`config.mk`:
```
export PLATFORM = sky130hd
export DESIGN_NAME = irq_status_and_wan_priority
export DESIGN_NICKNAME = d
export VERILOG_FILES = /design/src/rtl/irq_wan_pkg.sv /design/src/rtl/irq_status_and_wan_priority.sv
export VERILOG_INCLUDE_DIRS = /design/src /design/src/rtl
export SDC_FILE = /design/constraint.sdc
export NUM_CORES = 1
export LEC_CHECK = 0
export BUFFER_PORTS_ARGS = -buffer_cell sky130_fd_sc_hd__buf_2
export CAP_MARGIN = 40
export CORE_MARGIN = 2
export CORE_UTILIZATION = 30
export CTS_CLUSTER_DIAMETER = 80
export DETAILED_ROUTE_END_ITERATION = 10
export SYNTH_ARGS = -nofsm -noshare
export SYNTH_HDL_FRONTEND = slang
export SYNTH_SLANG_ARGS = --single-unit
```
`constraint.sdc`:
```
create_clock -name clock -period 8.97 [get_ports clock]
set_input_delay 0.4485 -clock clock [delete_from_list [all_inputs] [get_ports clock]]
set_output_delay 0.4485 -clock clock [all_outputs]
set_load 0.005 [all_outputs]
```
`src/rtl/irq_wan_params.svh`:
```
// offsets, field positions, reset values of the status and priority block
// assumes a 16-bit APB byte address and 32-bit data words
`ifndef IRQ_WAN_PARAMS_SVH
`define IRQ_WAN_PARAMS_SVH
// register byte addresses
`define STATUS_ADDR 16'hE210
`define PRIO_ADDR 16'hE218
`define TRIG_ADDR 16'hE240
`define WAN_EN_ADDR 16'hE244
`define EVENT_ADDR 16'hE248
`define MASK_ADDR 16'hE24C
`define ARB_ADDR 16'hE250
// status bit positions
`define TIMER0_BIT 6
`define EXT_LSB 2
`define DBG_TX_BIT 1
`define DBG_RX_BIT 0
`define STAT_W 7
// priority register layout: seven 4-bit fields in bits 27..0
`define PRIO_W 28
`define PRIO_FIELDS 7
`define LEVEL_W 4
`define LEVEL_MAX 4'hF
`define LEVEL_MIN 4'h0
// reset values
`define PRIO_RST 28'h0000000
`define STAT_RST 7'h00
`define TRIG_RST 4'h0
`define WAN_EN_RST 7'h00
`define MASK_RST 7'h00
`endif

```
`src/rtl/irq_wan_pkg.sv`:
```
// types shared by the status and priority block
// assumes nothing beyond a SystemVerilog compiler
package irq_wan_pkg;
  // arbitration outcome, one-hot
  typedef enum logic [2:0] {
    ARB_NONE = 3'b001,
    ARB_FAST = 3'b010,
    ARB_NORMAL = 3'b100
  } arb_type;
endpackage : irq_wan_pkg

```
`src/rtl/irq_status_and_wan_priority.sv`:
```
// interrupt status low bits and WAN MAC priority arbitration, APB slave
// assumes all inputs synchronous to clock; one wait state on every access
//
// Overview of operation
// - the timer 0 flag at bit 6 sets when the timer 0 event rises.
// - the timer 0 flag holds until software writes one to it.
// - ext pin flags 3..0 sit at bits 5..2 and set on their pin.
// - in edge mode an ext pin flag holds until software writes one.
// - bit 1 mirrors the debug channel transmit-empty indication.
// - bit 0 mirrors the debug channel receive-full indication.
// - both debug channel bits are level bits that writes cannot touch.
// - a priority field is one of 16 levels, 0xF highest, 0x0 lowest.
// - a pending fast request beats every normal request.
// - the WAN priority register holds seven 4-bit fields in 27..0.
// - a WAN source only competes while it is enabled.
`include "irq_wan_params.svh"
module irq_status_and_wan_priority (
  input wire logic clock,
  input wire logic rst_n,
  input wire logic psel,
  input wire logic penable,
  input wire logic pwrite,
  input wire logic [15:0] paddr,
  input wire logic [31:0] pwdata,
  output logic [31:0] prdata_r,
  output logic pready_r,
  output logic pslverr_r,
  input wire logic timer0_event,
  input wire logic [3:0] ext_pin,
  input wire logic dbg_tx_empty,
  input wire logic dbg_rx_full,
  input wire logic fast_req,
  input wire logic [6:0] wan_req,
  output logic irq_r,
  output irq_wan_pkg::arb_type arb_state_r,
  output logic [2:0] win_src_r,
  output logic [3:0] win_level_r
);
  import irq_wan_pkg::*;

  logic [`STAT_W-1:0] stat_r;
  logic [`STAT_W-1:0] raw_d_r;
  logic [`STAT_W-1:0] raw;
  logic [`STAT_W-1:0] rise;
  logic [`STAT_W-1:0] evt_r;
  logic [`STAT_W-1:0] mask_r;
  logic [`PRIO_W-1:0] prio_r;
  logic [3:0] trig_edge_r;
  logic [6:0] wan_en_r;
  logic done;
  logic wr;
  logic rd;
  logic wr_stat;
  logic found;
  logic [2:0] best_src;
  logic [3:0] best_lvl;

  // address compare, used by every decoder
  function automatic logic hit(input logic [15:0] a, input logic [15:0] b);
    hit = (a == b);
  endfunction : hit

  // read data for an address, zero elsewhere
  function automatic logic [31:0] rd_mux(input logic [15:0] a,
      input logic [6:0] st, input logic [27:0] pr, input logic [3:0] tg,
      input logic [6:0] en, input logic [6:0] ev, input logic [6:0] mk,
      input logic [2:0] ar, input logic [2:0] ws, input logic [3:0] wl);
    rd_mux = 32'h00000000;
    if (hit(a, `STATUS_ADDR)) rd_mux = {25'h0000000, st};
    if (hit(a, `PRIO_ADDR)) rd_mux = {4'h0, pr};
    if (hit(a, `TRIG_ADDR)) rd_mux = {28'h0000000, tg};
    if (hit(a, `WAN_EN_ADDR)) rd_mux = {25'h0000000, en};
    if (hit(a, `EVENT_ADDR)) rd_mux = {25'h0000000, ev};
    if (hit(a, `MASK_ADDR)) rd_mux = {25'h0000000, mk};
    if (hit(a, `ARB_ADDR)) rd_mux = {22'h000000, ar, ws, wl};
  endfunction : rd_mux

  function automatic logic mapped(input logic [15:0] a);
    mapped = hit(a, `STATUS_ADDR) | hit(a, `PRIO_ADDR) | hit(a, `TRIG_ADDR)
      | hit(a, `WAN_EN_ADDR) | hit(a, `EVENT_ADDR) | hit(a, `MASK_ADDR)
      | hit(a, `ARB_ADDR);
  endfunction : mapped

  // transfer completes at the edge where pready is sampled high
  assign done = psel & penable & pready_r;
  assign wr = done & pwrite;
  assign rd = done & ~pwrite;
  assign wr_stat = wr & hit(paddr, `STATUS_ADDR);

  // apb answer: one wait state, read data and error registered
  always_ff @(posedge clock) begin
    if (!rst_n) begin
      pready_r <= 1'b0;
      pslverr_r <= 1'b0;
      prdata_r <= 32'h00000000;
    end else if (psel && penable && !pready_r) begin
      pready_r <= 1'b1;
      pslverr_r <= ~mapped(paddr);
      prdata_r <= pwrite ? 32'h00000000 : rd_mux(paddr, stat_r, prio_r,
        trig_edge_r, wan_en_r, evt_r, mask_r, arb_state_r, win_src_r,
        win_level_r);
    end else begin
      pready_r <= 1'b0;
      pslverr_r <= 1'b0;
    end
  end

  // writable control registers
  always_ff @(posedge clock) begin
    if (!rst_n) begin
      prio_r <= `PRIO_RST;
      trig_edge_r <= `TRIG_RST;
      wan_en_r <= `WAN_EN_RST;
      mask_r <= `MASK_RST;
    end else if (wr) begin
      if (hit(paddr, `PRIO_ADDR)) prio_r <= pwdata[27:0];
      if (hit(paddr, `TRIG_ADDR)) trig_edge_r <= pwdata[3:0];
      if (hit(paddr, `WAN_EN_ADDR)) wan_en_r <= pwdata[6:0];
      if (hit(paddr, `MASK_ADDR)) mask_r <= pwdata[6:0];
    end
  end

  // source history for rising-edge detection
  assign raw = {timer0_event, ext_pin, dbg_tx_empty, dbg_rx_full};
  assign rise = raw & ~raw_d_r;
  always_ff @(posedge clock) begin
    if (!rst_n) raw_d_r <= `STAT_RST;
    else raw_d_r <= raw;
  end

  // timer 0 flag: edge latched, write one clears, set wins
  always_ff @(posedge clock) begin
    if (!rst_n) stat_r[`TIMER0_BIT] <= 1'b0;
    else if (rise[`TIMER0_BIT]) stat_r[`TIMER0_BIT] <= 1'b1;
    else if (wr_stat && pwdata[`TIMER0_BIT])
      stat_r[`TIMER0_BIT] <= 1'b0;
  end

  // external pin flags, edge or level per pin
  for (genvar i = 0; i < 4; i++) begin : g_ext
    always_ff @(posedge clock) begin
      if (!rst_n) stat_r[`EXT_LSB+i] <= 1'b0;
      else if (!trig_edge_r[i])
        stat_r[`EXT_LSB+i] <= ext_pin[i];
      else if (rise[`EXT_LSB+i])
        stat_r[`EXT_LSB+i] <= 1'b1;
      else if (wr_stat && pwdata[`EXT_LSB+i])
        stat_r[`EXT_LSB+i] <= 1'b0;
    end
  end

  // debug channel flags follow their sources, ignore writes
  always_ff @(posedge clock) begin
    if (!rst_n) begin
      stat_r[`DBG_TX_BIT] <= 1'b0;
      stat_r[`DBG_RX_BIT] <= 1'b0;
    end else begin
      stat_r[`DBG_TX_BIT] <= dbg_tx_empty;
      stat_r[`DBG_RX_BIT] <= dbg_rx_full;
    end
  end

  // sticky events; a read clears only the bits it returned, new edges win
  always_ff @(posedge clock) begin
    if (!rst_n) evt_r <= `STAT_RST;
    else if (rd && hit(paddr, `EVENT_ADDR))
      evt_r <= (evt_r & ~prdata_r[`STAT_W-1:0]) | rise;
    else evt_r <= evt_r | rise;
  end

  // level interrupt output
  always_ff @(posedge clock) begin
    if (!rst_n) irq_r <= 1'b0;
    else irq_r <= |(evt_r & mask_r);
  end

  // highest level among enabled pending sources; ties go to transmit side
  always_comb begin
    found = 1'b0;
    best_src = 3'h0;
    best_lvl = `LEVEL_MIN;
    for (int j = `PRIO_FIELDS - 1; j >= 0; j--) begin
      if (wan_req[j] && wan_en_r[j] &&
          (!found || prio_r[j*4 +: 4] > best_lvl)) begin
        found = 1'b1;
        best_src = 3'(j);
        best_lvl = prio_r[j*4 +: 4];
      end
    end
  end

  // registered arbitration outcome, fast request first
  always_ff @(posedge clock) begin
    if (!rst_n) begin
      arb_state_r <= ARB_NONE;
      win_src_r <= 3'h0;
      win_level_r <= `LEVEL_MIN;
    end else begin
      win_src_r <= best_src;
      win_level_r <= best_lvl;
      case ({fast_req, found})
        2'b10, 2'b11: arb_state_r <= ARB_FAST;
        2'b01: arb_state_r <= ARB_NORMAL;
        default: arb_state_r <= ARB_NONE;
      endcase
    end
  end

  // helper: eligible set one cycle back, only checks read it
  logic [6:0] elig_d_r;
  always_ff @(posedge clock) begin
    if (!rst_n) elig_d_r <= 7'h00;
    else elig_d_r <= wan_req & wan_en_r;
  end
endmodule : irq_status_and_wan_priority

```
==> results.py, run 1 <==
metrics = {
    "synth": {
        "ys_ff_latch": 106,
        "seq_area_frac_synth_pct": 39.3,
        "yosys.area.top_type_share_pct": 39.3,
        "async_reset_ff_share_pct": 0,
        "yosys.area_share.adder_pct": 5.56,
        "yosysTopAreaCell": "dfxtp_1",
        "synth_mux_area_share_pct": 3.94,
        "synth_top_family_by_area": "compound AO/OA/AOI/OAI gates",
        "synth_cell_types": 59,
        "synth-main-ff-cell": "dfxtp_1",
        "synth_compound_area_share_pct": 25.1,
        "synth_area_um2": 5400,
        "yosys_warnings": 0,
        "post_synth.cell_area_avg_um2": 8.36,
        "syn_inst": 646,
        "synth_edf_count": 0,
        "synth_xor_area_share_pct": 0,
        "synthSimpleGateAreaFrac_pct": 21.5,
        "synth_area_leaders": "dfxtp_1 39%, nand2_1 7.2%, a21oi_1 5.7%, ha_1 5.6%, a22oi_1 4.3%",
    },
    "global_routing": {
        "grt_max_degree": 46,
        "grt-ovfl-total": 0,
        "antenna_found_initial": 0,
        "grt_pass1_wl_mm": 26.4,
        "grt_pass1_vias": 4919,
        "track_usage_pct": 17.1,
    },
    "die": {
        "core-area_um2": 17800,
        "top_level_ports": 113,
        "dieWidth_um": 138,
        "initial_core_util_pct": 30.4,
        "die-area_um2": 19100,
        "die_h_um": 138,
        "fp-row-count": 49,
    },
    "sta": {
        "slew_violations": 0,
        "fin_crit_ps": 8320,
        "skew_ps": 7.93,
        "post-route-period-util_pct": 92.7,
        "setup_viol": 0,
        "fin_tns_setup_ps": 0,
        "maxSlewHeadroom_pct": 42.2,
        "worstMarginPinSlew_ps": 867,
        "max_freq_mhz": 120,
        "hold_viol": 0,
        "setup_slack_ps": 654,
    },
    "layout": {
        "syn_to_final_growth_pct": 21.3,
        "n_fill_cell": 1903,
        "final_nets": 839,
        "n_antenna_cell": 0,
        "layout-drive-gt1-share_pct": 22.1,
    },
    "routing": {
        "drc": 0,
        "firstDrtPassIters": 5,
        "avgViaCountPerCell": 5.22,
        "first_iter_violations": 403,
        "finalWirelength_mm": 16.3,
        "wl_per_cell_um": 16.7,
        "vias": 5109,
        "antenna_left": 0,
    },
    "run": {
        "drv_cap": 0,
    },
    "setup_path": {
        "crit_path_top_delay_cell": "a2111o_1",
        "crit_start": "wan_en_r[6]",
        "cp-end-kind": "flip-flop",
        "worstSetupStartpointType": "flip-flop",
        "path_buf_inv": 5,
        "r2r_cells": 40,
        "timing.rr.start": "wan_en_r[6]",
        "crit_required_ps": 9270,
        "crit_arrival_ps": 8620,
        "criticalPathCategory": "flip-flop to flip-flop",
        "crit_top_cell": "ha_1",
        "critPathMaxStageDelay_ps": 440,
        "path_depth": 40,
        "timing.critical_path.fanout_max": 15,
        "critPathTopFamily": "compound AO/OA/AOI/OAI gates",
    },
    "clock_tree": {
        "h-tree-depth": 3,
        "cts_sinks": 106,
        "insertion_delay_ps": 360,
        "cts_hold_buf": 0,
        "clkTransAtPathRegs_ps": 70,
        "cts_tree": "yes",
        "cts_buffers": 9,
        "clockBufferDepth": 2,
        "cts-root-buf": "clkbuf_16",
    },
    "power": {
        "ir_worst_vdd_v": 0.0000911,
        "p_leak_nw": 2.64,
        "p_per_area_nw_per_um2": 137,
    },
    "min_path": {
        "hold_depth": 2,
        "hp-start": "fast_req",
        "min-delay-path-class": "input pin to flip-flop",
    },
    "outcome": {
        "status": "completed",
    },
    "placement": {
        "pre_cts_ws_ps": 3.11,
        "numPortBuffers": 104,
        "place_congestion": 0.856,
        "place_hpwl_mm": 12.5,
    },
}
==> per-layer routing <==
layer	part of all wire (%)	vias up	GRT usage [%]
met5	0	-	0
met4	1.4	0	4.24
met3	4.5	19	3.33
met2	47	138	28.3
met1	47	2414	23.0
li1	-	2538	-
==> cells in the mapped netlist (all sizes together) (4+ instances only) <==
cell,n
nand2b,12
mux2i,19
o21a,6
nand3,10
clkbuf,20
inv,22
a22oi,31
nor2,52
o211ai,10
a22o,5
nor2b,6
o21ai,28
a21o,10
nand4,5
ha,24
a21oi,62
a222oi,4
or3,7
a311oi,6
a211oi,8
buf,15
nor4,5
dfxtp,106
a32oi,4
a31oi,4
and2,17
nand2,104
==> flip-flops by register name, summed over array words and instances, names as in the netlist, 4 cells and up <==
name and cells:
prdata_r 28, raw_d_r 7, win_level_r 4, trig_edge_r 4
evt_r 7, mask_r 7, stat_r 5, wan_en_r 7
prio_r 28
==> power breakdown <==
group,internal [mW],switching [mW]
Clock,0.192,0.177
Sequential,0.477,0.00430
Combinational,0.0189,0.0295
Total,0.688,0.211
==> final timing paths <==
kind,end,slack (ps)
worst min-delay path,arb_state_r[2],240
worst max-delay path,win_level_r[1],650
worst max register to register,win_level_r[1],650
worst min register to register,mask_r[3],470
==> final cells by class <==
class | instances | area [um^2] | share of cell area, %
Sequential cell | 106 | 2120 | 32.4
Multi-Input combinational cell | 486 | 3130 | 47.7
Tap cell | 229 | 287 | 4.38
Clock inverter | 3 | 17.5 | 0.267
Timing Repair Buffer | 122 | 671 | 10.2
Inverter | 22 | 82.6 | 1.26
Clock buffer | 11 | 243 | 3.71
==> worst reg2reg max path: cells and delay by family, from the launching register on <==
kind	cells	cell delay, ps
AOI/OAI and AO/OA	21	4240
adders and majority gates	6	1720
and+or+nand+nor	7	920
buffers and inverters	5	820
DFF	1	390
muxes	1	210
==> per-stage QoR <==
| stage | util, % | std cells | instance area, um^2 | power, mW | hold WS [ps] |
|---|---|---|---|---|---|
| after floorplan | - | 649 | 5410 | 0.513 | 437 |
| after global placement | 34.5 | 957 | 6130 | 0.540 | 459 |
| after detailed placement | 34.7 | 960 | 6160 | 0.540 | 464 |
| after CTS | 36.1 | 974 | 6420 | 0.907 | 242 |
| after global routing | 36.8 | 979 | 6550 | 0.930 | 258 |
| final | 36.8 | 979 | 6550 | 0.899 | 245 |
==> kinds of logic (layout without fill, tap and decap cells) <==
family | after synthesis | in the layout
compound gates | 200 | 200
fa+ha+maj | 24 | 24
buf+inv | 57 | 158
flops | 106 | 106
mux | 21 | 21
other cells | 1 | 4
simple gates | 237 | 237
==> cell usage in the layout, fill, tap and decap left out, drive strengths merged, types with 5 or more instances in the layout <==
cell and n:
and2 17, a311oi 6, a21o 10, a22o 5
nand3 10, o211ai 10, or3 7, dfxtp 106
inv 22, nor2 52, o21a 6, mux2i 19
nor4 5, ha 24, clkbuf 11, a211oi 8
o21ai 28, buf 122, nor2b 6, nand4 5
nand2b 12, a22oi 31, a21oi 62, nand2 104
==> what timing repair did <==
action	in CTS	in global routing
setup endpoints to repair	0	7
buffers inserted	0	5
gates resized for setup	0	22
No activity file was read; power rests on OpenSTA's default activity.
==> run 2: changes to the inputs <==
--- a/config.mk
+++ b/config.mk
@@ -8,6 +8,7 @@
 export LEC_CHECK = 0
 export BUFFER_PORTS_ARGS = -buffer_cell sky130_fd_sc_hd__buf_2
 export CAP_MARGIN = 40
+export CORE_ASPECT_RATIO = 0.9
 export CORE_MARGIN = 2
 export CORE_UTILIZATION = 30
 export CTS_CLUSTER_DIAMETER = 80
==> run 2 against run 1 <==
  * Total power up 1.7%
  * Final area up 0.50%
  * Sequential power about the same
  * Wire length up 1.9%
  * Clock power up 4%
  * Combinational power up 4%
  * Register-to-register slack worse by 150 ps
  * Clock-buffer cell count down 1
  * Die area about the same
  * Global-route usage up 0.31 points
  * Highest routed layer unchanged
==> results.py, run 2 (synthesized netlist as in run 1, its figures left out) <==
metrics = {
    "clock_tree": {
        "cts_hold_buf": 0,
        "clkTransAtPathRegs_ps": 70,
        "h-tree-depth": 3,
        "cts_sinks": 106,
        "clockBufferDepth": 2,
        "insertion_delay_ps": 360,
        "cts_tree": "yes",
        "cts_buffers": 9,
        "cts-root-buf": "clkbuf_16",
    },
    "power": {
        "p_sw_share_pct": 24.6,
        "p_per_area_nw_per_um2": 139,
        "p_comb_share_pct": 5.5,
        "seq_power_share_pct": 52.6,
        "clkPwrFrac_pct": 41.9,
        "p_leak_nw": 2.65,
        "ir_worst_vdd_v": 0.0000912,
        "p_switching_mw": 0.225,
        "p_int_mw": 0.689,
    },
    "global_routing": {
        "grt_max_degree": 85,
        "use_met1_pct": 24.1,
        "grt-ovfl-total": 0,
        "grt_pass1_wl_mm": 26.6,
        "track_usage_pct": 17.4,
        "antenna_found_initial": 0,
        "grt_use_met2_pct": 27.3,
        "grt_busiest_layer": "met2",
        "gr-usage-met3_pct": 3.58,
        "grt_pass1_vias": 4830,
    },
    "sta": {
        "fin_tns_setup_ps": 0,
        "maxSlewHeadroom_pct": 39.1,
        "worstMarginPinSlew_ps": 913,
        "fin_crit_ps": 8460,
        "setup_viol": 0,
        "slew_violations": 0,
        "max_freq_mhz": 118,
        "hold_viol": 0,
        "skew_ps": 8.05,
        "whs_ps": 255,
        "post-route-period-util_pct": 94.3,
    },
    "min_path": {
        "min-delay-path-class": "input pin to flip-flop",
        "hold_depth": 2,
    },
    "layout": {
        "final_nets": 841,
        "layout-drive-gt1-share_pct": 21.6,
        "syn_to_final_growth_pct": 21.9,
        "final_common_cell": "dfxtp_1",
        "multi_input_area_um2": 3090,
        "reg_top3": "prdata_r x28, prio_r x28",
        "final_util_pct": 37.4,
        "n_antenna_cell": 0,
        "register_area_um2": 2120,
        "n_fill_cell": 1860,
        "mostFrequentLayoutCells": "105 x dfxtp_1, 104 x nand2_1, 104 x buf_2, 60 x a21oi_1, 51 x nor2_1",
    },
    "routing": {
        "drc": 0,
        "firstDrtPassIters": 6,
        "vias": 5100,
        "finalWirelength_mm": 16.6,
        "wl_per_cell_um": 16.7,
        "avgViaCountPerCell": 5.13,
        "first_iter_violations": 393,
        "antenna_left": 0,
    },
    "setup_path": {
        "crit_arrival_ps": 8700,
        "r2r_slack_ps": 510,
        "cp-end-kind": "flip-flop",
        "crit_path_top_delay_cell": "a311oi_1",
        "crit_top_cell": "ha_1",
        "worstSetupStartpointType": "flip-flop",
        "criticalPathCategory": "flip-flop to flip-flop",
        "r2r_cells": 42,
        "crit_required_ps": 9210,
        "critPathMaxStageDelay_ps": 420,
        "timing.critical_path.fanout_max": 14,
    },
    "die": {
        "initial_core_util_pct": 30.7,
        "dieWidth_um": 145,
        "die_h_um": 131,
        "top_level_ports": 113,
        "fp-row-count": 46,
        "core-area_um2": 17600,
        "die-area_um2": 19100,
    },
    "placement": {
        "place_hpwl_mm": 12.3,
        "place_congestion": 0.871,
        "numPortBuffers": 104,
    },
    "run": {
        "drv_cap": 0,
    },
    "outcome": {
        "status": "completed",
    },
}
## run 2: power by group through the flow
stage	Clock (mW)	Combinational (mW)	Sequential [mW]
2_1_floorplan	0	0.0231	0.490
3_3_place_gp	0	0.0486	0.492
3_5_place_dp	0	0.0502	0.492
4_1_cts	0.395	0.0505	0.481
5_1_grt	0.414	0.0558	0.482
6_report	0.383	0.0501	0.481
## run 2: per-layer routing
metal,wire (um),vias up
li1,-,2544
met1,7820,2380
met2,7520,155
met3,1040,21
met4,239,0
met5,0,-
## run 2: critical path: cells and delay by family, from the launching register on
family	cells	cell delay (ps)
AO/OA/AOI/OAI	20	4180
adder cells (fa/ha/maj)	6	1560
buffers and inverters	6	750
flip-flops	1	390
multiplexers	1	200
AND/OR/NAND/NOR	9	1260
## run 2: stage by stage
step	std cells	power (mW)	worst slack, ps	area [um^2]
5_1_grt	994	0.952	-19.0	6580
3_3_place_gp	969	0.541	48.6	6150
6_report	994	0.914	509	6580
4_1_cts	988	0.926	38.1	6490
3_5_place_dp	972	0.542	25.6	6210
2_1_floorplan	649	0.513	388	5410
## run 2: final timing paths
kind	from	endpoint
worst max-delay path	wan_en_r[6]	win_level_r[3]
worst min register to register	mask_r[1]	mask_r[1]
worst max register to register	wan_en_r[6]	win_level_r[3]
worst min-delay path	fast_req	arb_state_r[2]
## run 2: what timing repair did
| item | in CTS | in global routing |
|---|---|---|
| buffers inserted | 0 | 6 |
| pin swaps | 0 | 5 |
| resized for setup | 1 | 12 |
| endpoints found under the setup margin | 1 | 7 |
## run 2: layout make-up
cell class	instances	area share (%)
Multi-Input combinational cell	486	46.9
Sequential cell	106	32.3
Timing Repair Buffer	124	10.8
Tap cell	240	4.56
Clock buffer	10	3.48
Inverter	22	1.27
Clock inverter	6	0.760
